## config.mk

```make
export PLATFORM = sky130hd
export DESIGN_NAME = sdd_decoder
export DESIGN_NICKNAME = d
export VERILOG_FILES = /design/src/hdl/sdd_pkg.sv /design/src/hdl/sdd_line_decode.sv /design/src/hdl/sdd_trs_match.sv /design/src/hdl/sdd_decoder.sv
export VERILOG_INCLUDE_DIRS = /design/src /design/src/hdl
export SDC_FILE = /design/constraint.sdc
export NUM_CORES = 1
export LEC_CHECK = 0
export ABC_AREA = 0
export BUFFER_PORTS_ARGS = -buffer_cell sky130_fd_sc_hd__buf_2
export CORE_ASPECT_RATIO = 2
export CORE_UTILIZATION = 59
export DETAILED_ROUTE_END_ITERATION = 8
export GPL_ROUTABILITY_DRIVEN = 0
export PLACE_DENSITY = 0.93
export SLEW_MARGIN = 20
export SYNTH_ARGS = -nofsm -noshare
export SYNTH_HDL_FRONTEND = slang
export SYNTH_HIERARCHICAL = 1
export SYNTH_SLANG_ARGS = --single-unit
```

## constraint.sdc

```tcl
create_clock -name clk -period 7.5 [get_ports clk]
set_input_delay 1.125 -clock clk [delete_from_list [all_inputs] [get_ports clk]]
set_output_delay 1.125 -clock clk [all_outputs]
set_load 0.005 [all_outputs]
```

## src/hdl/sdd_cfg.svh

```systemverilog
`ifndef SDD_CFG_SVH
`define SDD_CFG_SVH
// word framing
`define SDD_LAST_PHASE 4'h9
`define SDD_MID_PHASE 4'h4
`define SDD_FIRST_PHASE 4'h0
// descrambler taps into the received-bit history (x^4 and x^9)
`define SDD_TAP_X4 3
`define SDD_TAP_X9 8
// timing reference preamble and the end/start bit of the xyz word
`define SDD_PRE_ONES 10'h3FF
`define SDD_PRE_ZERO 10'h000
`define SDD_XYZ_EAV_BIT 6
// output burst length of the timing reference flag, in words
`define SDD_TRS_WORDS 3'h4
// positions in the synchroniser vector
`define SDD_IN_SDATA 0
`define SDD_IN_SCLK 1
`define SDD_IN_NRZI 2
`define SDD_IN_DESCRAMBLE_ENABLE 3
`define SDD_IN_FE 4
// register byte addresses
`define SDD_ADR_CTRL 4'h0
`define SDD_ADR_STAT 4'h4
`define SDD_ADR_MASK 4'h8
`define SDD_ADR_STATE 4'hC
// register reset values and field positions
`define SDD_CTRL_RST 1'h0
`define SDD_STAT_RST 4'h0
`define SDD_MASK_RST 4'h0
`define SDD_CTRL_COMPOSITE 0
`endif

```

## src/hdl/sdd_pkg.sv

```systemverilog
`include "sdd_cfg.svh"
package sdd_pkg;
  // one parallel word on its way to the outputs, with its flags
  typedef struct packed {
    logic [9:0] word;
    logic trs;
    logic xyz;
  } sdd_word_type;
  // sticky event layout: bit 0 is trs
  typedef struct packed {
    logic resync;
    logic newPos;
    logic eav;
    logic trs;
  } sdd_event_type;
  typedef enum logic {ALIGN_HELD, ALIGN_MOVED} sdd_align_type;
  function automatic logic sdd_is_eav(input logic [9:0] w);
    return w[`SDD_XYZ_EAV_BIT];
  endfunction : sdd_is_eav
endpackage : sdd_pkg

```

## src/hdl/sdd_line_decode.sv

```systemverilog
`timescale 1ns/1ps
`include "sdd_cfg.svh"
module sdd_line_decode (
  input wire logic clk,
  input wire logic srst,
  input wire logic bitIn,
  input wire logic bitStb,
  input wire logic nrziEnable,
  input wire logic descrambleEnable,
  output logic decBit,
  output logic decStb
);
  logic prevQ, prevD, decBitQ, decBitD, decStbQ;
  logic [8:0] histQ, histD;
  logic nrz;
  // nrzi undo, then self-synchronising descramble on received nrz bits
  always_comb begin
    nrz = nrziEnable ? (bitIn ^ prevQ) : bitIn;
    prevD = prevQ;
    histD = histQ;
    decBitD = decBitQ;
    if (bitStb) begin
      prevD = bitIn;
      histD = {histQ[7:0], nrz};
      decBitD = descrambleEnable ? (nrz ^ histQ[`SDD_TAP_X4] ^ histQ[`SDD_TAP_X9]) : nrz;
    end
  end
  always_ff @(posedge clk) begin
    if (srst) begin
      prevQ <= 1'b0;
      histQ <= 9'h000;
      decBitQ <= 1'b0;
      decStbQ <= 1'b0;
    end else begin
      prevQ <= prevD;
      histQ <= histD;
      decBitQ <= decBitD;
      decStbQ <= bitStb;
    end
  end
  assign decBit = decBitQ;
  assign decStb = decStbQ;
endmodule : sdd_line_decode

```

## src/hdl/sdd_trs_match.sv

```systemverilog
`timescale 1ns/1ps
`include "sdd_cfg.svh"
module sdd_trs_match (
  input wire logic [29:0] window,
  output logic hit
);
  // oldest word sits lowest, since bits arrive lsb first; any bit offset
  assign hit = (window[9:0] == `SDD_PRE_ONES) &&
    (window[19:10] == `SDD_PRE_ZERO) && (window[29:20] == `SDD_PRE_ZERO);
endmodule : sdd_trs_match

```

## src/hdl/sdd_decoder.sv

```systemverilog
// The Wishbone interface to the registers and the register addresses are this design's own decisions.
`timescale 1ns/1ps
`include "sdd_cfg.svh"
module sdd_decoder (
  input wire logic clk,
  input wire logic srst,
  input wire logic serialDataIn,
  input wire logic serialClockIn,
  input wire logic nrziEnable,
  input wire logic descrambleEnable,
  input wire logic framingEnable,
  output logic [9:0] parallelWordOut,
  output logic wordClockOut,
  output logic trsFlagN,
  output logic eavFlagN,
  output logic newSyncPositionFlag,
  output logic irq,
  input wire logic cyc_i,
  input wire logic stb_i,
  input wire logic we_i,
  input wire logic [3:0] adr_i,
  input wire logic [3:0] sel_i,
  input wire logic [31:0] dat_i,
  output logic [31:0] dat_o,
  output logic ack_o
);
  logic [4:0] meta1Q, meta2Q;
  logic sclkLastQ;
  logic bitStb;
  logic decBit, decStb, trsHit;
  logic [29:0] shiftQ, shiftD;
  logic [3:0] phaseQ, phaseD;
  sdd_pkg::sdd_align_type alignQ, alignD;
  sdd_pkg::sdd_word_type pipeQ [0:2];
  sdd_pkg::sdd_word_type pipeD [0:2];
  sdd_pkg::sdd_word_type newEntry;
  sdd_pkg::sdd_event_type evt;
  logic xyzPendQ, xyzPendD;
  logic [9:0] wordOutQ, wordOutD;
  logic wordClkQ, wordClkD;
  logic trsNQ, trsND, eavNQ, eavND, nspQ, nspD;
  logic [2:0] trsRunQ, trsRunD;
  logic wordDone, realign, xyzEav;
  logic ctrlQ, ctrlD;
  logic [3:0] statQ, statD, maskQ, maskD;
  logic irqQ, irqD, ackQ, ackD;
  logic [31:0] datQ, datD;
  logic busReq, busWr;

  // word-end test, shared by the framing logic and its checks
  function automatic logic sdd_at_word_end(input logic [3:0] phase);
    return phase == `SDD_LAST_PHASE;
  endfunction : sdd_at_word_end

  // pins cross into clk through two flops; nothing reads meta1Q but meta2Q
  // data and serial clock share both flops, so their relative timing survives
  always_ff @(posedge clk) begin
    if (srst) begin
      meta1Q <= 5'h00;
      meta2Q <= 5'h00;
      sclkLastQ <= 1'b0;
    end else begin
      meta1Q <= {framingEnable, descrambleEnable, nrziEnable, serialClockIn, serialDataIn};
      meta2Q <= meta1Q;
      sclkLastQ <= meta2Q[`SDD_IN_SCLK];
    end
  end

  // serial data taken at the synced rising serial clock edge
  // a serial clock above about half of clk would lose edges here
  assign bitStb = meta2Q[`SDD_IN_SCLK] & ~sclkLastQ;

  sdd_line_decode u_line (
    .clk(clk),
    .srst(srst),
    .bitIn(meta2Q[`SDD_IN_SDATA]),
    .bitStb(bitStb),
    .nrziEnable(meta2Q[`SDD_IN_NRZI]),
    .descrambleEnable(meta2Q[`SDD_IN_DESCRAMBLE_ENABLE]),
    .decBit(decBit),
    .decStb(decStb)
  );

  sdd_trs_match u_match (
    .window(shiftD),
    .hit(trsHit)
  );

  // framing, alignment state and the three-word output pipeline
  always_comb begin
    shiftD = shiftQ;
    phaseD = phaseQ;
    alignD = alignQ;
    pipeD = pipeQ;
    xyzPendD = xyzPendQ;
    wordOutD = wordOutQ;
    wordClkD = wordClkQ;
    trsND = trsNQ;
    eavND = eavNQ;
    trsRunD = trsRunQ;
    newEntry = '0;
    evt = '0;
    wordDone = 1'b0;
    realign = 1'b0;
    xyzEav = 1'b0;
    if (decStb) begin
      shiftD = {decBit, shiftQ[29:1]};
      if (trsHit) begin
        evt.trs = 1'b1;
        if (sdd_at_word_end(phaseQ)) begin
          alignD = sdd_pkg::ALIGN_HELD;
        end else begin
          evt.newPos = 1'b1;
          if (meta2Q[`SDD_IN_FE]) begin
            // second miss in a row (tied mode) clears, a first one marks
            realign = 1'b1;
            evt.resync = 1'b1;
            alignD = (alignQ == sdd_pkg::ALIGN_MOVED) ? sdd_pkg::ALIGN_HELD :
              sdd_pkg::ALIGN_MOVED;
          end else begin
            alignD = sdd_pkg::ALIGN_MOVED;
          end
        end
      end
      wordDone = sdd_at_word_end(phaseQ) || realign;
      if (wordDone) begin
        phaseD = `SDD_FIRST_PHASE;
        newEntry.word = shiftD[29:20];
        newEntry.trs = trsHit | xyzPendQ;
        newEntry.xyz = xyzPendQ;
        xyzPendD = trsHit;
        pipeD[0] = newEntry;
        pipeD[1] = pipeQ[0];
        pipeD[2] = pipeQ[1];
        if (trsHit) begin
          // in phase, the two earlier preamble words are still in the pipeline
          pipeD[1].trs = 1'b1;
          pipeD[2].trs = 1'b1;
        end
        // three words of delay let the flag cover the whole preamble
        wordOutD = pipeQ[2].word;
        trsND = ~pipeQ[2].trs;
        xyzEav = pipeQ[2].xyz & sdd_pkg::sdd_is_eav(pipeQ[2].word);
        eavND = ~(xyzEav & ~ctrlQ);
        evt.eav = xyzEav & ~ctrlQ;
        wordClkD = 1'b0;
        if (!pipeQ[2].trs) begin
          trsRunD = 3'h0;
        end else if (trsRunQ != 3'h7) begin
          trsRunD = 3'(trsRunQ + 3'h1);
        end
      end else begin
        phaseD = 4'(phaseQ + 4'h1);
        if (phaseQ == `SDD_MID_PHASE) begin
          wordClkD = 1'b1;
        end
      end
    end
    if (ctrlQ) begin
      eavND = 1'b1;
    end
    nspD = (alignD == sdd_pkg::ALIGN_MOVED);
  end

  always_ff @(posedge clk) begin
    if (srst) begin
      shiftQ <= 30'h00000000;
      phaseQ <= `SDD_FIRST_PHASE;
      alignQ <= sdd_pkg::ALIGN_HELD;
      pipeQ <= '{default: '0};
      xyzPendQ <= 1'b0;
      wordOutQ <= 10'h000;
      wordClkQ <= 1'b0;
      trsNQ <= 1'b1;
      eavNQ <= 1'b1;
      nspQ <= 1'b0;
      trsRunQ <= 3'h0;
    end else begin
      shiftQ <= shiftD;
      phaseQ <= phaseD;
      alignQ <= alignD;
      pipeQ <= pipeD;
      xyzPendQ <= xyzPendD;
      wordOutQ <= wordOutD;
      wordClkQ <= wordClkD;
      trsNQ <= trsND;
      eavNQ <= eavND;
      nspQ <= nspD;
      trsRunQ <= trsRunD;
    end
  end

  // wishbone slave: ack one cycle after the strobe, dropped a cycle later
  assign busReq = cyc_i & stb_i & ~ackQ;
  assign busWr = busReq & we_i & sel_i[0];

  always_comb begin
    ackD = busReq;
    ctrlD = ctrlQ;
    maskD = maskQ;
    // events set over a clear in the same cycle, so none is lost
    statD = statQ | evt;
    datD = 32'h00000000;
    if (busWr && adr_i == `SDD_ADR_CTRL) begin
      ctrlD = dat_i[`SDD_CTRL_COMPOSITE];
    end
    if (busWr && adr_i == `SDD_ADR_MASK) begin
      maskD = dat_i[3:0];
    end
    if (busWr && adr_i == `SDD_ADR_STAT) begin
      statD = (statQ & ~dat_i[3:0]) | evt;
    end
    if (busReq && !we_i) begin
      unique case (adr_i)
        `SDD_ADR_CTRL: datD = {31'h00000000, ctrlQ};
        `SDD_ADR_STAT: datD = {28'h0000000, statQ};
        `SDD_ADR_MASK: datD = {28'h0000000, maskQ};
        `SDD_ADR_STATE: datD = {23'h000000, alignQ == sdd_pkg::ALIGN_MOVED,
          xyzPendQ, wordClkQ, trsNQ, eavNQ, phaseQ};
        default: datD = 32'h00000000;
      endcase
    end
    irqD = |(statD & maskD);
  end

  always_ff @(posedge clk) begin
    if (srst) begin
      ackQ <= 1'b0;
      ctrlQ <= `SDD_CTRL_RST;
      maskQ <= `SDD_MASK_RST;
      statQ <= `SDD_STAT_RST;
      datQ <= 32'h00000000;
      irqQ <= 1'b0;
    end else begin
      ackQ <= ackD;
      ctrlQ <= ctrlD;
      maskQ <= maskD;
      statQ <= statD;
      datQ <= datD;
      irqQ <= irqD;
    end
  end

  assign parallelWordOut = wordOutQ;
  assign wordClockOut = wordClkQ;
  assign trsFlagN = trsNQ;
  assign eavFlagN = eavNQ;
  assign newSyncPositionFlag = nspQ;
  assign irq = irqQ;
  assign dat_o = datQ;
  assign ack_o = ackQ;
endmodule : sdd_decoder

```

==> impl_metrics.json <==
{
  "grt-ovfl-total": 0,
  "synthArstFlopShare_pct": 0,
  "ys_warn_count": 6,
  "finalHoldViolations": 0,
  "antenna_found_initial": 0,
  "dpl-instance-area_um2": 5290,
  "synthesis.area_um2": 5150,
  "crit_end": "pipeQ[22]",
  "start_kind": "flop",
  "syn_inst": 545,
  "ys_seq_area_share_pct": 49.7,
  "die_x_um": 68.1,
  "insertion_delay_ns": 0.42,
  "drv_slew": 0,
  "slowest_stage": "nor4_2",
  "drc_errors": 0,
  "cp.required_ns": 7.83,
  "first_pass_iters": 5,
  "fp-row-count": 47,
  "synth-seq-cells": 128,
  "rr_startpoint": "u_line/decStb",
  "cp_top_family": "simple AND/OR/NAND/NOR gates",
  "num_antenna_cells": 0,
  "core_um2": 8350,
  "grt_pass1_wl_um": 16600,
  "synth_enable_flop_cells": 0,
  "max_stage_delay_ns": 0.61,
  "ios": 98,
  "wl_um": 10100,
  "tritoncts": "yes",
  "place_hpwl_um": 5800,
  "syn_to_final_growth_pct": 14.5,
  "gr-usage-all-layers_pct": 24.7,
  "critPathMaxFanout": 51,
  "postCtsSetupBuffers": 0,
  "r2r_cells": 10,
  "setup_viol": 0,
  "clkTransAtPathRegs_ns": 0.06,
  "final-instance-count-excl-fill": 688,
  "cts_hold_buf": 0,
  "powerDensity_nw_per_um2": 265,
  "final_antenna_net_count": 0,
  "grt_pass1_vias": 3658,
  "vias_per_cell": 5.53,
  "ff2ff_setup_slack_ns": 3.99,
  "path_buf_inv": 2,
  "rsz0062_at_grt": "no",
  "chipHeight_um": 134,
  "startpoint": "u_line/decStb",
  "rr_endpoint": "pipeQ[22]",
  "crit_type": "flop to flop",
  "multi_input_area_um2": 2320,
  "clockBufferDepth": 2,
  "period_share_pct": 46.9,
  "crit_cells": 10,
  "cts-root-buf": "clkbuf_16",
  "dp_cells": 656,
  "fin_crit_ns": 3.51,
  "drive_gt1_share_pct": 17.6,
  "vdd_ir_drop_max_mv": 0.191,
  "fin_skew_ns": 0.00672,
  "vias": 3806,
  "crit_chain": "buf_4 -> mux2_1 -> nor4_2 -> nand4_1 -> nor4_2 -> nand3_1 -> nand2_1 -> buf_4 -> nand2_1 -> a21oi_1",
  "nets": 630,
  "finalSetupTns_ns": 0,
  "cp.arrival_ns": 3.85,
  "fill_cells": 570,
  "clock_sinks": 128,
  "io_buffers": 43,
  "cts_buffers": 17,
  "cap_violations": 0,
  "worst_slew_pin_slew_ns": 0.797,
  "ctsResizeCount": 0,
  "routedWlPerCell_um": 14.7,
  "status": "completed",
  "fmax_mhz": 284,
  "power_leakage_nw": 2.34,
  "grt_max_degree": 119,
  "synth_ff_type": "dfxtp_1",
  "design_area_um2": 5900,
  "slew_headroom_pct": 46.9,
  "register_area_um2": 2560,
  "netlist-cell-type-count": 53,
  "die_area_um2": 9130,
  "drt_iter0_drc": 278,
  "cts_max_level": 4,
  "min_path_type": "flop to flop",
  "cp-end-kind": "flop",
  "start_util_pct": 61.7,
  "syn_avg_cell_area_um2": 9.45
}
## metrics by stage
| stage | hold WS [ns] | utilization [%] | total power [mW] | worst slack (ns) |
|---|---|---|---|---|
| after floorplan | 0.414 | - | 0.737 | 4.65 |
| after global placement | 0.421 | 63.3 | 0.737 | 4.25 |
| after detailed placement | 0.424 | 63.3 | 0.738 | 4.18 |
| after CTS | 0.437 | 70.6 | 1.57 | 4.03 |
| after global routing | 0.461 | 70.7 | 1.61 | 3.71 |
| final | 0.434 | 70.7 | 1.56 | 3.99 |
## cell type report
class                      instances  area share [%]
timing repair buffer              48            4.39
clock buffer                      17            7.21
inverter                           7           0.445
sequential                       128            43.4
tap                               98            2.08
clock inverter                    15            3.16
multi-input combinational        375            39.3
## synthesized netlist by cell type, drive strengths merged (2+ instances only)
master    n  area, um^2
nor4     10         113
buf      40         264
and3b     2        17.5
a211oi    3        22.5
nor3     10        50.1
nand4     4        25.0
xnor2     3        26.3
nand3b    4        30.0
mux2i    11         110
o21ba     4        40.0
o22ai     3        18.8
ha        3        37.5
inv       7        26.3
o41a      3        33.8
or3       2        17.5
a41oi     2        17.5
nor2b    44         275
nand3     3        15.0
a21oi    46         230
nand2    97         364
mux2     33         372
nor2     32         123
o31a      4        35.0
clkbuf   17        63.8
nor3b     2        15.0
dfxtp   128        2560
a22oi     4        30.0
and2      6        37.5
## metal layers
layer	vias up	GRT usage [%]	wire length [um]
met1	1805	23.7	3700
met3	27	8.84	435
met4	0	13.7	329
met2	116	43.2	5690
met5	-	0	0
li1	1858	-	-
## cell families after synthesis
group	count (synthesis)	share of synthesized area [%]
DFF	128	49.7
and+or+nand+nor	224	22.6
other	1	0.0728
buffers and inverters	64	6.87
AOI/OAI and AO/OA	76	9.50
muxes	45	9.79
adders and majority gates	3	0.729
xor gates and xnor gates	4	0.680
## registers in the layout, summed over array words and instances (netlist names), 4 cells and up
register         count
parallelWordOut     10
meta1Q               5
meta2Q               5
u_line/histQ         9
statQ                4
dat_o                9
shiftQ              30
pipeQ               36
maskQ                4
phaseQ               4
## placed cells by master (no fill, tap or decap), drive strengths merged, types with 5 or more instances in the layout
cell	count
inv	10
nand2	97
mux2	33
nor4	10
mux2i	11
clkbuf	17
conb	23
clkinv	5
nor3	10
a21oi	46
buf	48
nor2	32
nor2b	44
and2	6
dfxtp	128
## worst min-delay path by stage
stage,to,depth (start not counted),startpoint
floorplan,meta2Q[0],1,meta1Q[0]
global placement,meta2Q[1],1,meta1Q[1]
detailed placement,meta2Q[3],1,meta1Q[3]
CTS,meta2Q[3],1,meta1Q[3]
global route,meta2Q[3],1,meta1Q[3]
finish,meta2Q[3],1,meta1Q[3]
## where the power goes
part | internal (mW) | switching (mW)
logic | 0.0122 | 0.0257
clock network | 0.526 | 0.313
registers | 0.684 | 0.00210
total | 1.22 | 0.341
Power figures use the tool's default switching activity.
